`src/srcs_pkg.sv`:
```
package srcs_pkg;
    // register byte offsets
    localparam logic [7:0] OFS_CTRL_STAT = 8'h00;
    localparam logic [7:0] OFS_RX_DATA = 8'h04;
    localparam logic [7:0] OFS_BAUD_DIV = 8'h08;
    localparam logic [7:0] OFS_IRQ_STAT = 8'h0C;
    localparam logic [7:0] OFS_IRQ_CLR = 8'h10;
    localparam logic [7:0] OFS_IRQ_EN = 8'h14;
    // receive_control_status field positions
    localparam int POS_SERIAL_PORT_EN = 7;
    localparam int POS_NINE_BIT_SEL = 6;
    localparam int POS_SINGLE_RX_EN = 5;
    localparam int POS_CONT_RX_EN = 4;
    localparam int POS_ADDR_DET_EN = 3;
    localparam int POS_FRAMING_ERR = 2;
    localparam int POS_OVERRUN_ERR = 1;
    localparam int POS_NINTH_BIT = 0;
    // interrupt event positions
    localparam int IRQ_RX_LOAD = 0;
    localparam int IRQ_OVERRUN = 1;
    localparam int IRQ_FRAMING = 2;
    localparam int IRQ_W = 3;
    // reset values
    localparam logic [7:0] RST_BAUD_DIV = 8'h00;
    localparam logic [2:0] RST_IRQ_EN = 3'h0;
    // timing: samples per bit and start-bit check point
    localparam int OVERSAMPLE = 16;
    localparam int START_MID = OVERSAMPLE / 2;

    typedef struct packed {
        logic serial_port_enable;
        logic nine_bit_receive_select;
        logic single_receive_enable;
        logic continuous_receive_enable;
        logic address_detect_enable;
    } srcs_ctrl_t;

    typedef struct packed {
        logic valid;
        logic stop_ok;
        logic [8:0] data;
    } srcs_frame_t;

    typedef enum logic [1:0] {RX_IDLE, RX_START, RX_DATA, RX_STOP} srcs_rx_st_t;
endpackage

```
`src/srcs_rx_ctrl.sv`:
```
// Design decisions made here: the register addresses and the APB slave port.
`timescale 1ns/10ps
// Overview of operation
// - continuous receive enable turns receiver on/off
// - address detect loads only ninth-bit-set frames
// - address detect off accepts every byte
// - eight-bit mode ignores address detect
module srcs_rx_ctrl (
    input wire logic pclk,
    input wire logic presetn,
    input wire logic psel,
    input wire logic penable,
    input wire logic pwrite,
    input wire logic [7:0] paddr,
    input wire logic [31:0] pwdata,
    output logic [31:0] prdata,
    output logic pready,
    output logic pslverr,
    input wire logic rx_pin,
    output logic irq
);
    typedef struct packed {
        srcs_pkg::srcs_ctrl_t ctrl;
        logic framing_error_flag;
        logic overrun_error_flag;
        logic received_ninth_bit;
        logic [7:0] receive_data_buffer;
        logic buf_full;
        logic [7:0] baud_div;
        logic [7:0] div_cnt;
        logic tick;
        logic [srcs_pkg::IRQ_W-1:0] irq_stat;
        logic [srcs_pkg::IRQ_W-1:0] irq_en;
        logic [31:0] prdata;
        logic pready;
        logic pslverr;
        logic irq;
    } srcs_top_state_t;

    srcs_top_state_t s_reg;
    srcs_top_state_t s_next;
    srcs_pkg::srcs_frame_t frame;
    logic rx_on;
    logic accept;
    logic wr_go;
    logic rd_go;
    logic mapped;
    logic [7:0] csr_view;
    logic [srcs_pkg::IRQ_W-1:0] ev;

    // receiver runs while enabled and no overrun is pending
    assign rx_on = s_reg.ctrl.serial_port_enable
                 & s_reg.ctrl.continuous_receive_enable
                 & ~s_reg.overrun_error_flag;

    srcs_rx_shift #(.OVS(srcs_pkg::OVERSAMPLE)) u_shift (
        .pclk(pclk),
        .presetn(presetn),
        .enable(rx_on),
        .sample_tick(s_reg.tick),
        .nine_bits(s_reg.ctrl.nine_bit_receive_select),
        .rx_pin(rx_pin),
        .frame(frame)
    );

    // address filter only in nine-bit mode with detection on
    assign accept = frame.valid
        & (~s_reg.ctrl.nine_bit_receive_select
           | ~s_reg.ctrl.address_detect_enable
           | frame.data[8]);

    assign wr_go = psel & penable & s_reg.pready & pwrite;
    assign rd_go = psel & penable & s_reg.pready & ~pwrite;
    assign mapped = paddr inside {srcs_pkg::OFS_CTRL_STAT,
        srcs_pkg::OFS_RX_DATA, srcs_pkg::OFS_BAUD_DIV,
        srcs_pkg::OFS_IRQ_STAT, srcs_pkg::OFS_IRQ_CLR,
        srcs_pkg::OFS_IRQ_EN};
    assign csr_view = {s_reg.ctrl, s_reg.framing_error_flag,
        s_reg.overrun_error_flag, s_reg.received_ninth_bit};

    // bus, divider, buffer and interrupt bookkeeping
    always_comb begin
        s_next = s_reg;
        ev = '0;
        // baud divider: one tick every baud_div+1 clocks
        s_next.tick = 1'b0;
        if (s_reg.div_cnt == s_reg.baud_div) begin
            s_next.div_cnt = 8'h00;
            s_next.tick = 1'b1;
        end else begin
            s_next.div_cnt = s_reg.div_cnt + 8'h01;
        end
        // reading the buffer frees it for the next byte
        if (rd_go && paddr == srcs_pkg::OFS_RX_DATA) begin
            s_next.buf_full = 1'b0;
        end
        if (wr_go && mapped) begin
            case (paddr)
                srcs_pkg::OFS_CTRL_STAT: begin
                    s_next.ctrl = pwdata[7:3];
                    // overrun is cleared only by dropping the enable
                    if (!pwdata[srcs_pkg::POS_CONT_RX_EN]) begin
                        s_next.overrun_error_flag = 1'b0;
                    end
                end
                srcs_pkg::OFS_BAUD_DIV: begin
                    s_next.baud_div = pwdata[7:0];
                    s_next.div_cnt = 8'h00;
                end
                srcs_pkg::OFS_IRQ_CLR: begin
                    s_next.irq_stat = s_reg.irq_stat
                                    & ~pwdata[srcs_pkg::IRQ_W-1:0];
                end
                srcs_pkg::OFS_IRQ_EN: begin
                    s_next.irq_en = pwdata[srcs_pkg::IRQ_W-1:0];
                end
                default: ;
            endcase
        end
        // a frame that finds the buffer still full is lost
        if (accept) begin
            if (s_reg.buf_full) begin
                s_next.overrun_error_flag = 1'b1;
                ev[srcs_pkg::IRQ_OVERRUN] = 1'b1;
            end else begin
                s_next.receive_data_buffer = frame.data[7:0];
                s_next.received_ninth_bit = frame.data[8];
                s_next.framing_error_flag = ~frame.stop_ok;
                s_next.buf_full = 1'b1;
                ev[srcs_pkg::IRQ_RX_LOAD] = 1'b1;
                ev[srcs_pkg::IRQ_FRAMING] = ~frame.stop_ok;
            end
        end
        // events win over a clear in the same cycle
        s_next.irq_stat = s_next.irq_stat | ev;
        s_next.irq = |(s_next.irq_stat & s_next.irq_en);
        // zero-wait answer: ready rises in the access cycle
        s_next.pready = psel & ~penable;
        s_next.pslverr = psel & ~penable & ~mapped;
        s_next.prdata = 32'h0000_0000;
        if (psel && !penable && !pwrite) begin
            case (paddr)
                srcs_pkg::OFS_CTRL_STAT:
                    s_next.prdata = {24'h00_0000, csr_view};
                srcs_pkg::OFS_RX_DATA:
                    s_next.prdata = {24'h00_0000, s_reg.receive_data_buffer};
                srcs_pkg::OFS_BAUD_DIV:
                    s_next.prdata = {24'h00_0000, s_reg.baud_div};
                srcs_pkg::OFS_IRQ_STAT:
                    s_next.prdata = {29'h0000_0000, s_reg.irq_stat};
                srcs_pkg::OFS_IRQ_EN:
                    s_next.prdata = {29'h0000_0000, s_reg.irq_en};
                default: s_next.prdata = 32'h0000_0000;
            endcase
        end
    end

    always_ff @(posedge pclk or negedge presetn) begin
        if (!presetn) begin
            s_reg <= '{baud_div: srcs_pkg::RST_BAUD_DIV,
                       irq_en: srcs_pkg::RST_IRQ_EN, default: '0};
        end else begin
            s_reg <= s_next;
        end
    end

    assign prdata = s_reg.prdata;
    assign pready = s_reg.pready;
    assign pslverr = s_reg.pslverr;
    assign irq = s_reg.irq;
endmodule // srcs_rx_ctrl

```
`src/srcs_rx_shift.sv`:
```
`timescale 1ns/10ps
// oversampling receive shift register, lsb first
module srcs_rx_shift #(
    parameter int unsigned OVS = srcs_pkg::OVERSAMPLE
) (
    input wire logic pclk,
    input wire logic presetn,
    input wire logic enable,
    input wire logic sample_tick,
    input wire logic nine_bits,
    input wire logic rx_pin,
    output srcs_pkg::srcs_frame_t frame
);
    localparam int CW = $clog2(OVS);
    localparam logic [CW-1:0] LAST = CW'(OVS - 1);
    // start check sits half a bit in, whatever the ratio
    localparam logic [CW-1:0] MID = CW'(OVS / 2 - 1);

    // elaboration-time refusal of ratios the counters cannot serve
    if (OVS < 4 || OVS > 64) begin : g_bad_ovs
        $error("oversample ratio out of range");
    end

    typedef struct packed {
        logic sync1;
        logic sync2;
        srcs_pkg::srcs_rx_st_t st;
        logic [CW-1:0] os_cnt;
        logic [3:0] bit_cnt;
        logic [8:0] shift;
        srcs_pkg::srcs_frame_t frame;
    } srcs_rx_state_t;

    srcs_rx_state_t s_reg;
    srcs_rx_state_t s_next;

    // one step of the bit sampler per oversample tick
    always_comb begin
        s_next = s_reg;
        s_next.sync1 = rx_pin;
        s_next.sync2 = s_reg.sync1;
        s_next.frame.valid = 1'b0;
        case (s_reg.st)
            srcs_pkg::RX_IDLE: begin
                if (!s_reg.sync2) begin
                    s_next.st = srcs_pkg::RX_START;
                    s_next.os_cnt = '0;
                end
            end
            srcs_pkg::RX_START: begin
                if (sample_tick) begin
                    s_next.os_cnt = s_reg.os_cnt + 1'b1;
                    // a glitch shorter than half a bit is not a start
                    if (s_reg.os_cnt == MID) begin
                        s_next.st = s_reg.sync2 ? srcs_pkg::RX_IDLE
                                                : srcs_pkg::RX_DATA;
                        s_next.os_cnt = '0;
                        s_next.bit_cnt = 4'h0;
                    end
                end
            end
            srcs_pkg::RX_DATA: begin
                if (sample_tick) begin
                    s_next.os_cnt = s_reg.os_cnt + 1'b1;
                    if (s_reg.os_cnt == LAST) begin
                        // explicit wrap: ratio need not be a power of two
                        s_next.os_cnt = '0;
                        s_next.shift = {s_reg.sync2, s_reg.shift[8:1]};
                        s_next.bit_cnt = s_reg.bit_cnt + 4'h1;
                        if (s_reg.bit_cnt == (nine_bits ? 4'h8 : 4'h7)) begin
                            s_next.st = srcs_pkg::RX_STOP;
                        end
                    end
                end
            end
            srcs_pkg::RX_STOP: begin
                if (sample_tick) begin
                    s_next.os_cnt = s_reg.os_cnt + 1'b1;
                    if (s_reg.os_cnt == LAST) begin
                        s_next.os_cnt = '0;
                        s_next.st = srcs_pkg::RX_IDLE;
                        s_next.frame.valid = 1'b1;
                        s_next.frame.stop_ok = s_reg.sync2;
                        // 8-bit frames sit one place higher
                        s_next.frame.data = nine_bits ? s_reg.shift
                                          : {1'b0, s_reg.shift[8:1]};
                    end
                end
            end
            default: s_next.st = srcs_pkg::RX_IDLE;
        endcase
        if (!enable) begin
            s_next.st = srcs_pkg::RX_IDLE;
            s_next.frame.valid = 1'b0;
        end
    end

    // sync flops idle high like the line
    always_ff @(posedge pclk or negedge presetn) begin
        if (!presetn) begin
            s_reg <= '{sync1: 1'b1, sync2: 1'b1, st: srcs_pkg::RX_IDLE,
                       default: '0};
        end else begin
            s_reg <= s_next;
        end
    end

    assign frame = s_reg.frame;
endmodule // srcs_rx_shift

```
`config.mk`:
```
export PLATFORM = sky130hd
export DESIGN_NAME = srcs_rx_ctrl
export DESIGN_NICKNAME = d
export VERILOG_FILES = /design/src/srcs_pkg.sv /design/src/srcs_rx_ctrl.sv /design/src/srcs_rx_shift.sv
export SDC_FILE = /design/constraint.sdc
export NUM_CORES = 1
export LEC_CHECK = 0
export ABC_AREA = 1
export BUFFER_PORTS_ARGS = -buffer_cell sky130_fd_sc_hd__clkbuf_2
export CAP_MARGIN = 10
export CORE_ASPECT_RATIO = 0.8
export CORE_MARGIN = 10
export CORE_UTILIZATION = 52
export CTS_BUF_LIST = sky130_fd_sc_hd__clkbuf_2
export CTS_CLUSTER_DIAMETER = 80
export DETAILED_ROUTE_END_ITERATION = 10
export PLACE_DENSITY = 0.76
export SETUP_SLACK_MARGIN = 0.4
export SLEW_MARGIN = 15
export SYNTH_ARGS = -nofsm -noshare
export SYNTH_HDL_FRONTEND = slang
export SYNTH_SLANG_ARGS = --single-unit
```
`constraint.sdc`:
```
create_clock -name pclk -period 1.45 [get_ports pclk]
set_clock_uncertainty 0.05 [all_clocks]
set_input_delay 0.29 -clock pclk [delete_from_list [all_inputs] [get_ports pclk]]
set_output_delay 0.29 -clock pclk [all_outputs]
set_load 0.01 [all_outputs]
```
==> results of run 1 <==
==> per-layer routing <==
layer  GRT usage (%)  up-vias
met5               0        -
met1           22.10     1858
met4           5.000        0
met2           28.77      140
met3           6.225       18
li1                -     1789
==> worst min path at each step <==
| stage | endpoint | slack [ns] |
|---|---|---|
| final | pready$_DFF_PN0_ | 0.07 |
| after CTS | prdata[0]$_DFF_PN0_ | 0.02 |
| after floorplan | csr_view[0]$_DFFE_PN0P_ | -0.06 |
| after global placement | irq$_DFF_PN0_ | 0.16 |
| after global routing | pready$_DFF_PN0_ | 0.05 |
| after detailed placement | irq$_DFF_PN0_ | 0.17 |
==> per-stage QoR <==
step	cells	TNS [ns]
after floorplan	531	0
after global placement	663	-3.359
after detailed placement	663	-4.486
after CTS	720	-0.09577
after global routing	737	-6.298
final	737	-2.988
==> power breakdown <==
group	switching (mW)	leakage (nW)	internal (mW)
Clock	0.795	0.0656	0.402
Sequential	0.00682	1.11	2.33
Combinational	0.213	1.70	0.119
==> Yosys cell counts (5+ instances only) <==
| library cell | count |
|---|---|
| nand3_1 | 38 |
| o21ai_0 | 34 |
| nor2_1 | 32 |
| o21ai_1 | 6 |
| o21ai_2 | 8 |
| inv_1 | 61 |
| nand2_2 | 7 |
| o211ai_1 | 11 |
| buf_4 | 32 |
| dfrtp_1 | 81 |
| or2_2 | 6 |
| nand2_1 | 133 |
| xnor2_1 | 5 |
| a21oi_1 | 10 |
==> area by class of cell <==
| cell class | count | area [sq um] |
|---|---|---|
| Clock buffer | 11 | 55.05 |
| Clock inverter | 5 | 53.80 |
| Fill cell | 543 | 1988 |
| Inverter | 66 | 311.5 |
| Multi-Input combinational cell | 345 | 2262 |
| Sequential cell | 83 | 2088 |
| Tap cell | 108 | 135.1 |
| Timing Repair Buffer | 119 | 1016 |
==> kinds of logic (layout without fill, tap and decap cells) <==
family | count (synthesis) | in the layout | synth area share [%]
flip-flops | 83 | 83 | 49.43
AO/OA/AOI/OAI | 71 | 71 | 9.935
other | 1 | 24 | 0.08915
XOR/XNOR | 9 | 9 | 1.874
AND/OR/NAND/NOR | 235 | 238 | 25.16
buffers and inverters | 106 | 201 | 12.61
adder cells (fa/ha/maj) | 3 | 3 | 0.8924
==> repair_timing <==
action,in CTS,in global routing
cloned,4,1
pin swaps,30,30
setup buffers,24,16
endpoints found under the hold margin,98,1
setup endpoints to repair,83,90
resized for setup,88,65
hold buffers,13,1
==> critical path: stages, from the launching register on <==
cell	delay, ns
dfrtp_1	0.41
buf_6	0.11
nand3_4	0.09
nor2_4	0.24
nand2_4	0.14
inv_8	0.11
buf_12	0.11
nand2_8	0.08
nand2_8	0.14
nor2_1	0.05
==> summary.md, run 1 <==
| Metric | Value |
|---|---|
| Root Driver | `clkbuf_2` |
| PortBufs | `32` |
| First-pass GRT wire length | `17.71 mm` |
| Synth Register Bits | `83` |
| Die ar. | `12,110 sq um` |
| Most frequent cells in the layout | `101 x nand2_1, 74 x dfrtp_1, 48 x inv_1` |
| Top-Level Pins | `81` |
| Power Density | `652.7 nW/um^2` |
| Sequential element share of the synthesized area | `49.43%` |
| Sink Count | `83` |
| Most common cell after layout, fill and taps aside | `nand2_1` |
| GRT Util Overall | `17.79%` |
| Syn Inst Count | `508` |
| Maxcap violations | `0` |
| Drt pass-1 iters | `6` |
| Inserted Diodes | `0` |
| Pin count of the biggest net entering global routing | `38` |
| H-Tree Depth | `3` |
| Die X | `120.6 um` |
| Worst Setup SP | `pready$_DFF_PN0_` |
| Final worst slack | `-0.1565 ns` |
| Initial antenna violation count | `0` |
| Synth top area share | `48.19%` |
| Max frequency | `0.6225 GHz` |
| Violated checks | `setup timing` |
| Clock Path Buffers | `2` |
| 1st-iter DRT viols | `266` |
| Die Ht | `100.4 um` |
| WP data arrival | `2.04 ns` |
| GPL Wtd Cong | `0.8180` |
| Hold_ws | `0.07026 ns` |
| Dpl cell area | `4776 sq um` |
| Fin util | `74.87%` |
| Cell area after synthesis | `4207 sq um` |
| Hold_sp | `psel` |
| CTS tree | `yes` |
| R2R depth | `9` |
| Hold Path Cell Cnt | `4` |
| Core Box Area | `7910 sq um` |
| Startpoint types | `flip-flop` |
| Synth area leader | `dfrtp_1` |
| Leakage | `2.871 nW` |
| Post-route cell area | `5922 sq um` |
| Yosys cell types | `38` |
| Unrepaired setup endpoints after global routing | `true` |
| HPWL Detailed | `6.876 mm` |
| Clock Latency Late Sink | `0.55 ns` |
| Overflow after GRT | `0` |
| Layout cells sized above 1 | `42.77%` |
| Metal1 wirelength | `4.666 mm` |
| Standard-cell rows | `29` |
| Setup CP Type | `flip-flop to flip-flop` |
| Hold Crit Class | `input pin to flip-flop` |
| EDFF count, synth | `0` |
| Main flop type after synthesis | `dfrtp_1` |
| Via-per-instance ratio | `5.163` |
| Final wirelength | `11.44 mm` |
| Warnings from Yosys | `0` |
| Starting Density | `53.18%` |
| Worst slack at placement | `-0.1750 ns` |
| Status | `finished with violations` |
| FF-to-FF Start | `pready$_DFF_PN0_` |
| Reg-to-reg setup timing slack | `-0.16 ns` |
| Period utilization | `110.8%` |
| Wire per inst | `15.52 um` |
| Largest register FFs | `32` |
| Crit path to | `s_reg[45]$_DFF_PN0_` |
| Met3 wire len | `876 um` |
| Final-stage net count | `673` |
| Async SR Flop Fraction | `100.0%` |
| Met2 wire length | `5.741 mm` |
| Maximum vdd drop | `0.0004392 V` |
| CTS clk-pin slew, worst paths | `0.22 ns` |
| Setup-failing EPs final | `33` |
| DR DRC count | `0` |
| Ranking of synthesized cells by area | `dfrtp_1 48%, nand2_1 12%, buf_4 5.7%` |
| Crit. End Element | `flip-flop` |
| Period minus WS final | `1.607 ns` |
| Antenna viol nets, final | `0` |
| Final hold vios | `0` |
| Crit path max fanout | `8` |
| Worst path required time | `1.88 ns` |
| Vias in the first global route | `3,669` |
| FF-to-FF End | `s_reg[45]$_DFF_PN0_` |
| Syn Area/Cell | `8.281 sq um` |
| Area Growth Syn to Fin | `40.78%` |
| Top sig layer | `met4` |
| Via count | `3,805` |
| Tot Pwr | `3.865 mW` |
| Max-slew violations | `0` |
| CTS Buf Count | `9` |
No activity file was read; power rests on OpenSTA's default activity.
==> run 2: changes to the inputs <==
--- a/config.mk
+++ b/config.mk
@@ -8,13 +8,15 @@
 export ABC_AREA = 1
 export BUFFER_PORTS_ARGS = -buffer_cell sky130_fd_sc_hd__clkbuf_2
 export CAP_MARGIN = 10
-export CORE_ASPECT_RATIO = 0.8
+export CELL_PAD_IN_SITES_DETAIL_PLACEMENT = 1
+export CELL_PAD_IN_SITES_GLOBAL_PLACEMENT = 1
+export CORE_ASPECT_RATIO = 1.5
 export CORE_MARGIN = 10
-export CORE_UTILIZATION = 52
+export CORE_UTILIZATION = 38
 export CTS_BUF_LIST = sky130_fd_sc_hd__clkbuf_2
 export CTS_CLUSTER_DIAMETER = 80
 export DETAILED_ROUTE_END_ITERATION = 10
-export PLACE_DENSITY = 0.76
+export PLACE_DENSITY = 0.75
 export SETUP_SLACK_MARGIN = 0.4
 export SLEW_MARGIN = 15
 export SYNTH_ARGS = -nofsm -noshare
==> run 2 against run 1 <==
The run still ends with setup timing left; register-to-register slack about the same; flip-flop and latch count unchanged; maximum frequency decreased by 0.70%; die area increased by 30%; clock power increased by 9%; setup slack got worse by 0.011 ns; cell count increased by 5.0%; non-clock buffer count decreased by 5; critical path depth decreased by 1; worst hold slack got worse by 0.032 ns; via count increased by 1.9%; sequential share of layout area decreased by 1.5 points; critical path type unchanged; critical endpoint is now u_shift.frame[9]$_DFFE_PN0P_.
==> summary.md, run 2 (synthesis results as in run 1) <==
| Metric | Value |
|---|---|
| Period utilization | `111.6%` |
| CP dominant cell by count | `buf_6` |
| Clock Path Buffers | `2` |
| Most common cell after layout, fill and taps aside | `nand2_1` |
| Max frequency | `0.6181 GHz` |
| DR DRC count | `0` |
| Top-Level Pins | `81` |
| Power Density | `645.5 nW/um^2` |
| Via-per-instance ratio | `5.008` |
| Crit. End Element | `flip-flop` |
| Hold Crit Class | `input pin to flip-flop` |
| Max-slew violations | `0` |
| Startpoint types | `flip-flop` |
| Final wirelength | `14.15 mm` |
| Final hold vios | `0` |
| Via count | `3,876` |
| Worst path required time | `1.89 ns` |
| Sink Count | `83` |
| H-Tree Depth | `3` |
| Vias in the first global route | `4,244` |
| Wire per inst | `18.29 um` |
| Worst path slowest cell | `dfrtp_1` |
| Unrepaired setup endpoints after global routing | `true` |
| Layout cells sized above 1 | `45.14%` |
| GRT Util Overall | `16.66%` |
| Standard-cell rows | `47` |
| Period minus WS final | `1.618 ns` |
| Violated checks | `setup timing` |
| Root Driver | `clkbuf_2` |
| WP data arrival | `2.06 ns` |
| Die ar. | `15,770 sq um` |
| Setup-failing EPs final | `45` |
| Most frequent cells in the layout | `90 x nand2_1, 78 x dfrtp_1, 46 x inv_1` |
| Drt pass-1 iters | `4` |
| Crit-path max cell delay | `0.47 ns` |
| Area Growth Syn to Fin | `46.79%` |
| CTS Buf Count | `9` |
| Final-stage net count | `671` |
| Inserted Diodes | `0` |
| Final worst slack | `-0.1679 ns` |
| TNS Setup | `-2.776 ns` |
| Largest register FFs | `32` |
| Die Ht | `148.9 um` |
| Initial antenna violation count | `0` |
| Clock Latency Late Sink | `0.57 ns` |
| Storage cell area | `2083 sq um` |
| Placed Instances | `700` |
| Starting Density | `38.46%` |
| Status | `finished with violations` |
| Die X | `105.9 um` |
| CTS tree | `yes` |
| CTS clk-pin slew, worst paths | `0.26 ns` |
| HPWL Detailed | `8.096 mm` |
| 1st-iter DRT viols | `121` |
| Fill count | `1,261` |
| Fin util | `56.45%` |
| Setup CP Type | `flip-flop to flip-flop` |
| Tot Pwr | `3.986 mW` |
| Hold_ws | `0.03847 ns` |
| Maxcap violations | `0` |
| PortBufs | `32` |
| First-pass GRT wire length | `21.19 mm` |
| Antenna viol nets, final | `0` |
| Pin count of the biggest net entering global routing | `43` |
| Overflow after GRT | `0` |
| Core Box Area | `10,940 sq um` |
| Maximum vdd drop | `0.0004049 V` |
| Area of the multi-input gates | `2420 sq um` |
| Post-layout instance count excluding filler cells | `774` |
| Cells along the critical path | `ha_4 > nand2_4 > buf_4 > nor2_4 > buf_6 > nand3_4 > buf_6 > o21ai_1` |
| Crit path max fanout | `4` |
| GPL Wtd Cong | `0.7615` |
| Leakage | `2.957 nW` |
## run 2: cell count changes in the layout (fill, tap and decap cells not counted), moves of 4 or more
cell / change
nand2_1: -11
nand2_4: +9
nor2_4: +8
o21ai_0: -8
buf_6: -7
o21ai_1: +5
buf_16: +4
dfrtp_1: +4
dfrtp_2: -4
nor2_1: -4
nor2_2: -4
## run 2: what timing repair did
item                                   4_1_cts  5_1_grt
setup buffers                               22       11
pin swaps                                   30       32
hold buffers                                15        1
cloned                                       8        2
setup endpoints to repair                   83       90
endpoints found under the hold margin      100        1
resized for setup                          110       84
## run 2: worst max-delay path, delay by kind of cell, from the launching register on
family | cells | cell delay [ns]
buffers and inverters | 3 | 0.42
flip-flops | 1 | 0.47
AND/OR/NAND/NOR | 3 | 0.28
AO/OA/AOI/OAI | 1 | 0.16
adder cells (fa/ha/maj) | 1 | 0.19
## run 2: per-stage QoR
step / setup WS, ns / instance area [sq um]
after global placement: -0.1755 / 4835
after CTS: -0.1142 / 5806
after global routing: -0.2439 / 6175
after floorplan: 0.04560 / 4537
after detailed placement: -0.2495 / 4835
final: -0.1679 / 6175
## run 2: routing by layer
layer	global-route usage (%)	part of all wire [%]
met5	0	0
met4	7.541	3.9
met3	3.590	3.1
met2	32.48	58
met1	16.09	35
## run 2: final timing paths
check | startpoint | to | slack [ns] | cells after the start
min reg2reg | u_shift.s_next[30]$_DFF_PN1_ | u_shift.s_reg[30]$_DFF_PN1_ | 0.32 | 0
max in group asynchronous | presetn | u_shift.s_reg[14]$_DFFE_PN0P_ | 0.54 | 3
max | u_shift.s_reg[24]$_DFFE_PN0P_ | u_shift.frame[9]$_DFFE_PN0P_ | -0.17 | 8
min | psel | pready$_DFF_PN0_ | 0.04 | 4
min in group asynchronous | presetn | prdata[6]$_DFF_PN0_ | 0.16 | 3
max reg2reg | u_shift.s_reg[24]$_DFFE_PN0P_ | u_shift.frame[9]$_DFFE_PN0P_ | -0.17 | 8
## run 2: area by class of cell
cell class | instances | area share (%)
multi-input cells | 345 | 39.19
flip-flops and latches | 83 | 33.74
repair buffers | 114 | 16.80
inverters | 66 | 5.046
well taps | 147 | 2.979
clock inverters | 7 | 1.236
clock buffers | 9 | 0.7295
repair inverters | 3 | 0.2837
## run 2: report_power, final
group	total, mW	internal, mW	switching, mW
logic	0.333	0.116	0.217
clock network	1.31	0.408	0.906
registers	2.34	2.33	0.00733
